<file path="src/scan_cfg_pkg.sv">
// shared constants and types for the scan configuration access path
package scan_cfg_pkg;
   localparam int unsigned IR_WIDTH     = 6;
   localparam int unsigned PKT_WIDTH    = 16;
   localparam int unsigned STATUS_WIDTH = 32;
   localparam int unsigned CNT_WIDTH    = 4;
   localparam int unsigned SYNC_STAGES  = 2;

   localparam logic [IR_WIDTH-1:0] IR_CFG_IN  = 6'h05;
   localparam logic [IR_WIDTH-1:0] IR_READOUT = 6'h04;
   localparam logic [IR_WIDTH-1:0] IR_BYPASS  = 6'h3f;
   localparam logic [IR_WIDTH-1:0] IR_CAPTURE = 6'h01;
   localparam logic [CNT_WIDTH-1:0] PKT_LAST  = 4'hf;
   localparam logic [2:0] RESET_ONES          = 3'h5;

   typedef enum logic [3:0] {
      TLR, RTI, SEL_DR, CAP_DR, SHIFT_DR, EXIT1_DR, PAUSE_DR, EXIT2_DR, UPD_DR,
      SEL_IR, CAP_IR, SHIFT_IR, EXIT1_IR, PAUSE_IR, EXIT2_IR, UPD_IR
   } tap_state_type;
endpackage

</file>
<file path="src/tap_pins_if.sv">
// synchronised scan pins and tck edge strobes between the sampler and the tap
`timescale 1ns/1ns
`default_nettype none
interface tap_pins_if;
   logic tck_rise;
   logic tck_fall;
   logic tms;
   logic tdi;
   modport src (output tck_rise, output tck_fall, output tms, output tdi);
   modport dst (input tck_rise, input tck_fall, input tms, input tdi);
endinterface
`default_nettype wire

</file>
<file path="src/scan_pin_sampler.sv">
// two-stage synchroniser and tck edge finder for the scan pins
`timescale 1ns/1ns
`default_nettype none
module scan_pin_sampler
   import scan_cfg_pkg::*;
(
   input  wire logic clk_sys,
   input  wire logic rstn,
   input  wire logic tck,
   input  wire logic tms,
   input  wire logic tdi,
   tap_pins_if.src   pins
);
   typedef struct packed {
      logic [2:0] meta;
      logic [2:0] sync;
      logic       tck_last;
   } sampler_state_type;

   sampler_state_type st_reg;
   sampler_state_type st_next;

   always_comb
   begin
      st_next          = st_reg;
      st_next.meta     = {tck, tms, tdi};
      // first stage feeds only the second
      st_next.sync     = st_reg.meta;
      st_next.tck_last = st_reg.sync[2];
   end

   always_ff @(posedge clk_sys or negedge rstn)
   begin
      if (!rstn)
         st_reg <= '0;
      else
         st_reg <= st_next;
   end

   // tms and tdi go through the same stages as tck, so they stay aligned to its edge
   assign pins.tck_rise = st_reg.sync[2] & ~st_reg.tck_last;
   assign pins.tck_fall = ~st_reg.sync[2] & st_reg.tck_last;
   assign pins.tms      = st_reg.sync[1];
   assign pins.tdi      = st_reg.sync[0];
endmodule
`default_nettype wire

</file>
<file path="src/scan_cfg_access.sv">
// tap controller with packet input and readout data registers
//
// Functional notes
// - words from packet register go to processor
// - both registers are tap data registers
// - reads in via packet register, out via readout
// - six-bit instruction lsb first, codes 05/04
// - data shifted msb first in shift-dr
// - config registers not readable via scan, only the status word
// - readout presents 32-bit status word
`timescale 1ns/1ns
`default_nettype none
module scan_cfg_access
   import scan_cfg_pkg::*;
(
   input  wire logic                    clk_sys,
   input  wire logic                    rstn,
   input  wire logic                    tck,
   input  wire logic                    tms,
   input  wire logic                    tdi,
   output logic                         tdo,
   output logic                         tdo_oe,
   output logic [PKT_WIDTH-1:0]         cfg_word,
   output logic                         cfg_word_valid,
   input  wire logic [STATUS_WIDTH-1:0] readout_word,
   output logic                         tap_in_reset
);
   // ----------------------------------------------------------------
   // pin sampling
   // ----------------------------------------------------------------
   tap_pins_if pins ();

   scan_pin_sampler u_sampler (
      .clk_sys (clk_sys),
      .rstn    (rstn),
      .tck     (tck),
      .tms     (tms),
      .tdi     (tdi),
      .pins    (pins)
   );

   // ----------------------------------------------------------------
   // state
   // ----------------------------------------------------------------
   typedef struct packed {
      tap_state_type            tap;
      logic [IR_WIDTH-1:0]      ir_sr;
      logic [IR_WIDTH-1:0]      ir;
      logic [STATUS_WIDTH-1:0]  dr_sr;
      logic [CNT_WIDTH-1:0]     bit_cnt;
      logic [PKT_WIDTH-1:0]     word;
      logic                     word_valid;
      logic                     tdo;
      logic                     tdo_oe;
   } access_state_type;

   access_state_type st_reg;
   access_state_type st_next;

   logic rise;
   logic fall;
   logic tms_s;
   logic tdi_s;
   logic [PKT_WIDTH-1:0] pkt_shifted;

   assign rise        = pins.tck_rise;
   assign fall        = pins.tck_fall;
   assign tms_s       = pins.tms;
   assign tdi_s       = pins.tdi;
   assign pkt_shifted = {st_reg.dr_sr[PKT_WIDTH-2:0], tdi_s};

   // ----------------------------------------------------------------
   // tap and data registers
   // ----------------------------------------------------------------
   always_comb
   begin
      st_next            = st_reg;
      st_next.word_valid = 1'b0;
      if (rise)
      begin
         case (st_reg.tap)
            TLR:
            begin
               st_next.ir = IR_BYPASS;
            end
            CAP_IR:
            begin
               st_next.ir_sr = IR_CAPTURE;
            end
            SHIFT_IR:
            begin
               // lsb enters first, so new bits go in at the top
               st_next.ir_sr = {tdi_s, st_reg.ir_sr[IR_WIDTH-1:1]};
            end
            UPD_IR:
            begin
               st_next.ir = st_reg.ir_sr;
            end
            CAP_DR:
            begin
               st_next.bit_cnt = '0;
               if (st_reg.ir == IR_READOUT)
                  st_next.dr_sr = readout_word;
               else
                  st_next.dr_sr = '0;
            end
            SHIFT_DR:
            begin
               if (st_reg.ir == IR_CFG_IN)
               begin
                  // every completed word goes out, exit bit included
                  st_next.dr_sr   = {{(STATUS_WIDTH-PKT_WIDTH){1'b0}}, pkt_shifted};
                  st_next.bit_cnt = st_reg.bit_cnt + 1'b1;
                  if (st_reg.bit_cnt == PKT_LAST)
                  begin
                     st_next.word       = pkt_shifted;
                     st_next.word_valid = 1'b1;
                  end
               end
               else if (st_reg.ir == IR_READOUT)
                  st_next.dr_sr = {st_reg.dr_sr[STATUS_WIDTH-2:0], tdi_s};
               else
                  st_next.dr_sr = {{(STATUS_WIDTH-1){1'b0}}, tdi_s};
            end
            default:
            begin
            end
         endcase
         case (st_reg.tap)
            TLR:      st_next.tap = tms_s ? TLR : RTI;
            RTI:      st_next.tap = tms_s ? SEL_DR : RTI;
            SEL_DR:   st_next.tap = tms_s ? SEL_IR : CAP_DR;
            CAP_DR:   st_next.tap = tms_s ? EXIT1_DR : SHIFT_DR;
            SHIFT_DR: st_next.tap = tms_s ? EXIT1_DR : SHIFT_DR;
            EXIT1_DR: st_next.tap = tms_s ? UPD_DR : PAUSE_DR;
            PAUSE_DR: st_next.tap = tms_s ? EXIT2_DR : PAUSE_DR;
            EXIT2_DR: st_next.tap = tms_s ? UPD_DR : SHIFT_DR;
            UPD_DR:   st_next.tap = tms_s ? SEL_DR : RTI;
            SEL_IR:   st_next.tap = tms_s ? TLR : CAP_IR;
            CAP_IR:   st_next.tap = tms_s ? EXIT1_IR : SHIFT_IR;
            SHIFT_IR: st_next.tap = tms_s ? EXIT1_IR : SHIFT_IR;
            EXIT1_IR: st_next.tap = tms_s ? UPD_IR : PAUSE_IR;
            PAUSE_IR: st_next.tap = tms_s ? EXIT2_IR : PAUSE_IR;
            EXIT2_IR: st_next.tap = tms_s ? UPD_IR : SHIFT_IR;
            UPD_IR:   st_next.tap = tms_s ? SEL_DR : RTI;
            default:  st_next.tap = TLR;
         endcase
      end
      // tdo moves on the falling edge so the host samples a settled bit
      if (fall)
      begin
         st_next.tdo_oe = (st_reg.tap == SHIFT_IR) || (st_reg.tap == SHIFT_DR);
         if (st_reg.tap == SHIFT_IR)
            st_next.tdo = st_reg.ir_sr[0];
         else if (st_reg.ir == IR_READOUT)
            st_next.tdo = st_reg.dr_sr[STATUS_WIDTH-1];
         else if (st_reg.ir == IR_CFG_IN)
            st_next.tdo = st_reg.dr_sr[PKT_WIDTH-1];
         else
            st_next.tdo = st_reg.dr_sr[0];
      end
   end

   always_ff @(posedge clk_sys or negedge rstn)
   begin
      if (!rstn)
      begin
         st_reg     <= '0;
         st_reg.tap <= TLR;
         st_reg.ir  <= IR_BYPASS;
      end
      else
         st_reg <= st_next;
   end

   assign tdo            = st_reg.tdo;
   assign tdo_oe         = st_reg.tdo_oe;
   assign cfg_word       = st_reg.word;
   assign cfg_word_valid = st_reg.word_valid;
   assign tap_in_reset   = (st_reg.tap == TLR);

   // ----------------------------------------------------------------
   // checks
   // ----------------------------------------------------------------
   logic [2:0] ones_cnt;

   always_ff @(posedge clk_sys or negedge rstn)
   begin
      if (!rstn)
         ones_cnt <= '0;
      else if (rise)
         ones_cnt <= tms_s ? ((ones_cnt == RESET_ONES) ? ones_cnt : ones_cnt + 1'b1) : '0;
   end
endmodule
`default_nettype wire

</file>
<file path="config.mk">
export PLATFORM = sky130hd
export DESIGN_NAME = scan_cfg_access
export DESIGN_NICKNAME = d
export VERILOG_FILES = /design/src/scan_cfg_pkg.sv /design/src/tap_pins_if.sv /design/src/scan_pin_sampler.sv /design/src/scan_cfg_access.sv
export SDC_FILE = /design/constraint.sdc
export NUM_CORES = 1
export LEC_CHECK = 0
export BUFFER_PORTS_ARGS = -buffer_cell sky130_fd_sc_hd__buf_2
export CAP_MARGIN = 30
export CORE_UTILIZATION = 35
export DETAILED_ROUTE_END_ITERATION = 8
export PLACE_DENSITY_LB_ADDON = 0.15
export SLEW_MARGIN = 0
export SYNTH_ARGS = -nofsm -noshare
export SYNTH_HDL_FRONTEND = slang
export SYNTH_SLANG_ARGS = --single-unit
</file>
<file path="constraint.sdc">
create_clock -name clk_sys -period 2.6 [get_ports clk_sys]
set_input_delay 0.52 -clock clk_sys [delete_from_list [all_inputs] [get_ports clk_sys]]
set_output_delay 0.52 -clock clk_sys [all_outputs]
set_load 0.01 [all_outputs]
</file>
==> metrics.md, run 1 <==
| Metric | Value |
|---|---|
| Most numerous cell in the Yosys netlist | `dfrtp_1` |
| Slowest stage cell, crit path | `nor4_1` |
| Post-CTS sizing | `0` |
| Worst Skew | `6.78 ps` |
| Final cycle utilization of the critical path | `79.6%` |
| VDD IR max | `0.343 mV` |
| Post-synthesis mux area share | `9.44%` |
| Clk Latency, worst-skew pair | `360 ps` |
| Largest family of logic cells by synthesized area | `compound AO/OA/AOI/OAI gates` |
| Die Span X | `105 um` |
| CTS max path bufs | `2` |
| Layer with the highest usage | `met2` |
| Final Net Count | `431` |
| Post-synth top cells | `72 x dfrtp_1, 48 x nand2_1, 30 x o21ai_0, 22 x a21oi_1, 21 x clkbuf_1` |
| DRC | `0` |
| Max-slew violations | `0` |
| Relative slew slack | `54.2%` |
| Max_cap viols | `0` |
| Worst path top cell family by delay | `buffers and inverters` |
| Synth area leader | `dfrtp_1` |
| First-pass GRT wire length | `13400 um` |
| Sinks on Clock Net | `78` |
| CP Launch Type | `register` |
| Top_reg_cell synth | `dfrtp_1` |
| Count of final setup violators | `0` |
| F_max | `483 MHz` |
| Initial DRC count | `161` |
| Slew @ Worst Pin | `681 ps` |
| Post-Synth Adder-Cell Area | `0.337%` |
| Synthesized cell area | `3710 um2` |
| CTS tree | `done` |
| Via count | `2729` |
| Final worst setup slack | `529 ps` |
| Post-synth cell types | `45` |
| Reg power frac | `46.2%` |
| DIE AREA | `11000 um2` |
| Vias in the first global route | `2646` |
| Status | `complete, no violations` |
| GP Congestion | `0.738` |
| Row count | `37` |
| Met2 Track Usage GR | `23.7%` |
| Via-to-Cell Ratio | `5.11` |
| CTS root buffer | `clkbuf_8` |
| Synth area leaders | `dfrtp_1 49%, nand2_1 4.9%, mux2i_1 4.6%` |
| Compound-Gate Fraction of Synth Area | `15.3%` |
| Fraction of layout cells with a size suffix above 1 | `24.9%` |
| Port buffer count | `56` |
| Hold Path Class | `in2async` |
| Met3 Resource Use GR | `4.05%` |
| Dpl cell area | `4040 um2` |
| Power Total | `3.79 mW` |
| Post-synth EDFFs | `0` |
| Largest net degree at the start of global routing | `53` |
| Register area share after synthesis | `52.8%` |
| Clk network pwr share | `27.2%` |
| Starting density of the core | `36.0%` |
| Remaining global-route overflow | `0` |
| Syn Area/Cell | `10.4 um2` |
| Combinational Power Share | `26.6%` |
| Final instance area | `4260 um2` |
| Post-Synth Simple-Gate Area | `14.9%` |
| CP max FO | `24` |
| Flops & latches, synth | `78` |
| Chip Height | `105 um` |
| Max stage delay on crit path | `390 ps` |
| Cts hold-fix bufs | `0` |
| Setup CP Type | `reg2out` |
| Switching Share | `34.2%` |
| Num CTS Buffers | `9` |
| Switch Pwr | `1.29 mW` |
| Initial antenna violation count | `0` |
| Crit-path cells | `buf_4 -> nor4_1 -> buf_2` |
| Post-layout min period | `2070 ps` |
| Core Box Area | `10300 um2` |
| Final Hold Viols | `0` |
| Postcts setup bufs | `0` |
| Routed Antenna Nets | `0` |
| CP Data Arrival Time | `1550 ps` |
| M1 GR Usage | `21.4%` |
| Largest register FFs | `37` |
| Pre-CTS WS | `584 ps` |
| WL final | `7950 um` |
| Yosys warnings | `0` |
| Gr usage total | `15.6%` |
| N_diodes | `0` |
| LEAKAGE | `2.03 nW` |
| IO Count | `57` |
| Req. time, crit path | `2080 ps` |
| Synth Area in XOR/XNOR | `0.472%` |
| Layout area overhead | `14.8%` |
| Post-DR wirelength/cell | `14.9 um` |
| Post-Syn Instances | `357` |
| WP buf/inv | `2` |
| Pre-antenna DRT Iters | `4` |
| Setup TNS | `0 ps` |
| H-tree depth | `3` |
| CP Capture Type | `output pin` |
| Synth Net Count | `395` |
| CTS clk-pin slew, worst paths | `90 ps` |
| HPWL after DPL | `5250 um` |
| Async set-reset flop share out of synthesis | `100%` |
| Share of the synthesized area in the top cell type | `48.5%` |
| Unrepaired setup endpoints after global routing | `no` |
| Cell Int Power | `2.49 mW` |
| Pwr Density | `888 nW/um2` |
## placed cells by master (no fill, tap or decap), types with 4 or more instances in the layout
master     n
dfrtp_1   72
buf_2     55
nand2_1   48
o21ai_0   30
a21oi_1   22
nor3b_1   17
mux2i_1   17
o31ai_1   15
buf_4     12
mux2_1    10
clkbuf_8   9
nand3_1    8
nor2_1     7
nor2b_1    6
o22a_1     6
mux2_2     6
dfstp_2    6
a31oi_1    5
nand4_1    4
inv_1      4
o211ai_1   4
## routing by layer
metal | share of wire [%] | vias to the layer above
li1 | - | 1335
met5 | 0 | -
met2 | 45 | 58
met3 | 4.8 | 8
met1 | 49 | 1328
met4 | 1.3 | 0
## kinds of logic (layout without fill, tap and decap cells)
logic type | count (synthesis) | after routing
and+or+nand+nor | 104 | 104
AOI/OAI and AO/OA | 92 | 92
DFF | 78 | 78
buffers and inverters | 47 | 88
muxes | 33 | 33
xor gates and xnor gates | 2 | 2
adders and majority gates | 1 | 1
## stage by stage
stage          std cells  hold slack, ps  util (%)
6_report             534             127      41.3
5_1_grt              534             138      41.3
4_1_cts              534             131      41.3
3_5_place_dp         518             337      39.1
3_3_place_gp         518             333      39.1
2_1_floorplan        357             224         -
## power groups by stage
stage          clock network [mW]  logic (mW)  registers [mW]
2_1_floorplan                   0       0.758            1.71
3_3_place_gp                    0        1.01            1.76
3_5_place_dp                    0        1.02            1.77
4_1_cts                      1.05        1.03            1.75
5_1_grt                      1.11        1.16            1.80
6_report                     1.03        1.01            1.75
## final timing paths
path                                            from                   end  slack (ps)  depth (start not counted)
worst max-delay path                      st_reg[67]          tap_in_reset         530                          3
worst min-delay path                            rstn          cfg_word[13]         130                          1
worst max register to register            st_reg[57]           cfg_word[5]         580                          5
worst min register to register  u_sampler.st_next[2]    u_sampler.pins.tms         350                          0
max in group asynchronous                       rstn            st_reg[55]        1830                          2
min in group clk_sys                             tms  u_sampler.st_next[2]         270                          1
## worst reg2reg max path, stage by stage, from the launching register on
cell and delay (ps):
dfstp_2 550, nor2b_1 230, nand2_1 170, nor4_4 300, buf_4 290, mux2_2 370
## area by class of cell
type	instances	area, um2
Clock buffer	9	124
Clock inverter	7	97.6
Fill cell	1033	6060
Inverter	4	15.0
Multi-Input combinational cell	232	1510
Sequential cell	78	1960
Tap cell	136	170
Timing Repair Buffer	68	385
(Power assumes the default switching activity.)
==> run 2, diff against run 1 <==
==> constraint.sdc (replaced) <==
create_clock -name clk_sys -period 1.95 [get_ports clk_sys]
set_input_delay 0.39 -clock clk_sys [delete_from_list [all_inputs] [get_ports clk_sys]]
set_output_delay 0.39 -clock clk_sys [all_outputs]
set_load 0.01 [all_outputs]
==> run 2 against run 1 <==
Setup slack got worse by 440 ps. Via count fell by 1.2%. Clock skew rose by 8.2 ps. Count of clock-buffer cells in the layout rose by 1. Sequential power rose by 31%. Cell count rose by 1.3%. Combinational power rose by 44%. Highest routed layer unchanged. Design area rose by 1.9%.
==> metrics.md, run 2 (synthesis gave the netlist of run 1 again) <==
| Metric | Value |
|---|---|
| Port buffer count | `56` |
| M1 GR Usage | `21.9%` |
| Layer with the highest usage | `met2` |
| CP max FO | `16` |
| Max-slew violations | `0` |
| Chip Height | `105 um` |
| Max_cap viols | `0` |
| N_diodes | `0` |
| Routed Antenna Nets | `0` |
| Vias in the first global route | `2624` |
| F_max | `538 MHz` |
| Unrepaired setup endpoints after global routing | `no` |
| CP Launch Type | `register` |
| Status | `complete, no violations` |
| Final design utilization | `42.1%` |
| LEAKAGE | `2.08 nW` |
| Largest register FFs | `37` |
| Remaining global-route overflow | `0` |
| WP buf/inv | `1` |
| Via count | `2696` |
| Max stage delay on crit path | `610 ps` |
| Slowest stage cell, crit path | `or4b_1` |
| Core Box Area | `10300 um2` |
| Final cycle utilization of the critical path | `95.3%` |
| CTS tree | `done` |
| Setup CP Type | `reg2reg` |
| CP Data Arrival Time | `2100 ps` |
| Req. time, crit path | `2190 ps` |
| Via-to-Cell Ratio | `4.98` |
| Power Total | `5.00 mW` |
| Clk Latency, worst-skew pair | `360 ps` |
| Num CTS Buffers | `9` |
| Slew @ Worst Pin | `499 ps` |
| CTS clk-pin slew, worst paths | `80 ps` |
| H-tree depth | `3` |
| CTS root buffer | `clkbuf_8` |
| Pre-antenna DRT Iters | `4` |
| GP Congestion | `0.799` |
| Pwr Density | `1150 nW/um2` |
| Hold Path Class | `in2async` |
| Met2 Track Usage GR | `22.9%` |
| Gr usage total | `15.5%` |
| Largest net degree at the start of global routing | `53` |
| Relative slew slack | `66.7%` |
| Commonest non-fill, non-tap cell in the layout | `dfrtp_1` |
| Fraction of layout cells with a size suffix above 1 | `26.9%` |
| Layout area overhead | `17.0%` |
| Die Span X | `105 um` |
| Starting density of the core | `36.0%` |
| Post-layout min period | `1860 ps` |
| Crit-path cells | `or4b_1 -> nor4_4 -> buf_12 -> mux2_2` |
| DIE AREA | `11000 um2` |
| Worst Skew | `15.0 ps` |
| Fill cell count | `1003` |
| Row count | `37` |
| Worst Hold Slack | `2.16 ps` |
| Count of final setup violators | `0` |
| CP Capture Type | `register` |
| Worst path top cell family by delay | `simple AND/OR/NAND/NOR gates` |
| Post-CTS sizing | `1` |
| Initial antenna violation count | `0` |
| VDD IR max | `0.373 mV` |
| Post-DR wirelength/cell | `14.4 um` |
| WL final | `7770 um` |
| Initial DRC count | `102` |
| Sinks on Clock Net | `78` |
| Final Net Count | `438` |
| HPWL after DPL | `5260 um` |
| CTS max path bufs | `2` |
| DRC | `0` |
| Met3 Resource Use GR | `3.68%` |
| Most frequent cells in the layout | `72 x dfrtp_1, 55 x buf_2, 47 x nand2_1` |
| IO Count | `57` |
| First-pass GRT wire length | `13200 um` |
| Final Hold Viols | `0` |
| Cts hold-fix bufs | `0` |
| Postcts setup bufs | `0` |
run 2: cell count changes in the layout (fill, tap and decap cells not counted), sizes merged:
| cell | delta |
|---|---|
| buf | +7 |
| bufinv | -1 |
| clkbuf | +1 |
| clkinv | -1 |
| inv | +1 |
run 2: path summary, 6_finish.rpt:
| check | from | end | slack, ps | cells past startpoint |
|---|---|---|---|---|
| min in group clk_sys | tck | u_sampler.st_next[3] | 140 | 1 |
| worst min-delay path | rstn | cfg_word[2] | 2 | 1 |
| worst min register to register | u_sampler.st_next[2] | u_sampler.pins.tms | 350 | 0 |
| max in group asynchronous | rstn | st_reg[60] | 1310 | 2 |
| worst max register to register | st_reg[67] | cfg_word[6] | 90 | 4 |
| worst max-delay path | st_reg[67] | cfg_word[6] | 90 | 4 |
run 2: area by class of cell:
cell class | instances | area (um2) | area share, %
flip-flops and latches | 78 | 1960 | 45.1
clock buffers | 10 | 138 | 3.17
inverters | 4 | 15.0 | 0.346
repair buffers | 75 | 470 | 10.8
multi-input cells | 232 | 1520 | 35.1
clock inverters | 6 | 67.6 | 1.56
well taps | 136 | 170 | 3.92
run 2: metrics by stage:
step | TNS, ps | instances | setup WS (ps) | instance area (um2)
2_1_floorplan | -753 | 357 | -75.3 | 3710
3_3_place_gp | 0 | 525 | 129 | 4120
3_5_place_dp | 0 | 525 | 84.4 | 4120
4_1_cts | 0 | 541 | 72.1 | 4330
5_1_grt | 0 | 541 | 0.249 | 4340
6_report | 0 | 541 | 91.3 | 4340
run 2: metal layers:
layer  vias up  part of all wire [%]
met5         -                     0
met1      1281                    51
met2        60                    44
li1       1347                     -
met3         8                   4.1
met4         0                   1.5
run 2: power by group:
group / internal, mW / leakage (nW) / total [mW] / switching (mW)
Combinational: 0.620 / 0.957 / 1.45 / 0.828
Clock: 0.633 / 0.0993 / 1.25 / 0.616
Sequential: 2.04 / 1.02 / 2.30 / 0.263
Total: 3.29 / 2.08 / 5.00 / 1.71
==> run 3, diff against run 2 <==
--- a/config.mk
+++ b/config.mk
@@ -7,9 +7,10 @@
 export LEC_CHECK = 0
 export BUFFER_PORTS_ARGS = -buffer_cell sky130_fd_sc_hd__buf_2
 export CAP_MARGIN = 30
-export CORE_UTILIZATION = 35
+export CORE_UTILIZATION = 45
 export DETAILED_ROUTE_END_ITERATION = 8
 export PLACE_DENSITY_LB_ADDON = 0.15
+export REMOVE_ABC_BUFFERS = 1
 export SLEW_MARGIN = 0
 export SYNTH_ARGS = -nofsm -noshare
 export SYNTH_HDL_FRONTEND = slang
==> run 3 against run 2 <==
Combinational power barely moved. Die area shrank 22%. Utilization rose by 13 points. Critical path depth is the same. Global-route usage up 4.3 points. Total power grew 1.9%. Clock power increased by 7%. First-iteration DRC count grew 37%. Critical endpoint is now cfg_word[7]. Largest cell class unchanged. Largest power group unchanged.
==> metrics.md, run 3 (synthesis gave the netlist of run 1 again) <==
| Metric | Value |
|---|---|
| CP max FO | `16` |
| Num CTS Buffers | `9` |
| Starting density of the core | `47.3%` |
| CP Capture Type | `register` |
| CP startpoint | `st_reg[67]` |
| Register area | `1960 um2` |
| Row count | `32` |
| Worst Skew | `11.6 ps` |
| H-tree depth | `3` |
| CTS clk-pin slew, worst paths | `80 ps` |
| Port buffer count | `56` |
| Die Span X | `92.8 um` |
| Unrepaired setup endpoints after global routing | `no` |
| Largest register FFs | `37` |
| Fill cell count | `750` |
| F_max | `540 MHz` |
| IO Count | `57` |
| Chip Height | `92.8 um` |
| LEAKAGE | `2.09 nW` |
| Postcts setup bufs | `0` |
| Post-layout min period | `1850 ps` |
| Setup TNS | `0 ps` |
| Worst Hold Slack | `140 ps` |
| N_diodes | `0` |
| Area of the multi-input gates | `1530 um2` |
| CP Launch Type | `register` |
| Final Hold Viols | `0` |
| Gr usage total | `19.8%` |
| Reg-to-reg slack, setup | `100 ps` |
| CTS tree | `done` |
| Commonest non-fill, non-tap cell in the layout | `dfrtp_1` |
| Count of final setup violators | `0` |
| Remaining global-route overflow | `0` |
| Final Net Count | `440` |
| Critical R2R Capture | `cfg_word[7]` |
| Pre-antenna DRT Iters | `4` |
| Hold Path Class | `in2reg` |
| Via-to-Cell Ratio | `5.38` |
| HPWL after DPL | `5150 um` |
| Initial antenna violation count | `0` |
| Max-slew violations | `0` |
| Status | `complete, no violations` |
| DRC | `0` |
| Max_cap viols | `0` |
| Most frequent cells in the layout | `72 x dfrtp_1, 55 x buf_2, 48 x nand2_1` |
| DP Cell Count | `492` |
| Relative slew slack | `71.8%` |
| Fin cells | `509` |
| Vias in the first global route | `2668` |
| Clk Latency, worst-skew pair | `350 ps` |
| DIE AREA | `8620 um2` |
| CTS root buffer | `clkbuf_8` |
| Initial DRC count | `140` |
| VDD IR max | `0.500 mV` |
| Sinks on Clock Net | `78` |
| Min-delay src | `tck` |
| CP Data Arrival Time | `2090 ps` |
| CTS max path bufs | `2` |
| Core Box Area | `7850 um2` |
| Final design utilization | `55.3%` |
| Setup CP Type | `reg2reg` |
| Final cycle utilization of the critical path | `95.0%` |
| Largest net degree at the start of global routing | `31` |
| Layout area overhead | `16.9%` |
| Via count | `2736` |
| First-pass GRT wire length | `13200 um` |
| Req. time, crit path | `2190 ps` |
| Routed Antenna Nets | `0` |
| Fraction of layout cells with a size suffix above 1 | `26.5%` |
| GP Congestion | `0.782` |
| R2R cell count | `4` |
| WL final | `7550 um` |
| Reg2reg start | `st_reg[67]` |
| Slew @ Worst Pin | `422 ps` |
| Pwr Density | `1170 nW/um2` |
| Critical Path Sink | `cfg_word[7]` |
| Post-DR wirelength/cell | `14.8 um` |
## run 3: cell count changes in the layout (fill, tap and decap cells not counted), sizes merged
cell / delta
buf: +1
bufinv: +1
clkbuf: +1
clkinvlp: -1
dlygate4sd3: +1
inv: -1
## run 3: final cells by class
| cell class | instances | area share, % |
|---|---|---|
| Inverter | 4 | 0.346 |
| Tap cell | 102 | 2.94 |
| Multi-Input combinational cell | 232 | 35.3 |
| Clock inverter | 5 | 1.87 |
| Sequential cell | 78 | 45.2 |
| Timing Repair Buffer | 77 | 11.2 |
| Clock buffer | 11 | 3.26 |
## run 3: worst min path at each step
stage,to,depth (start not counted)
2_1_floorplan,cfg_word[0],0
3_3_place_gp,u_sampler.pins.tdi,0
3_5_place_dp,u_sampler.st_next[0],0
4_1_cts,u_sampler.st_next[3],1
5_1_grt,u_sampler.st_next[3],1
6_report,u_sampler.st_next[3],1
## run 3: critical path, cell delays in order (launching register included)
cell	delay, ps
dfrtp_1	380
or4b_1	610
nor4_4	210
buf_12	200
mux2_2	340
## run 3: routing by layer
layer / up-vias / global-route usage (%) / part of all wire (%)
li1: 1353 / - / -
met1: 1318 / 27.8 / 48
met2: 59 / 29.4 / 45
met3: 6 / 6.73 / 5.1
met4: 0 / 5.00 / 1.2
met5: - / 0 / 0
## run 3: stage by stage
step                total power [mW]  setup WS (ps)  area (um2)
detailed placement              3.76          -17.5        4080
CTS                             5.12           18.6        4330
global route                    5.48          0.362        4340
finish                          5.09           96.7        4340
floorplan                       3.22          -1640        3480
global placement                3.71           32.2        4080
## run 3: where the power goes
part | leakage (nW) | internal [mW] | switching (mW) | total (mW)
logic | 0.964 | 0.615 | 0.823 | 1.44
clock network | 0.110 | 0.759 | 0.581 | 1.34
registers | 1.02 | 2.04 | 0.273 | 2.32
total | 2.09 | 3.42 | 1.68 | 5.09
## run 3: repair_timing
item | in CTS | in global routing
setup endpoints to repair | 4 | 20
endpoints found under the hold margin | 23 | 0
hold buffers | 1 | 0
resized for setup | 2 | 2
pin swaps | 0 | 1
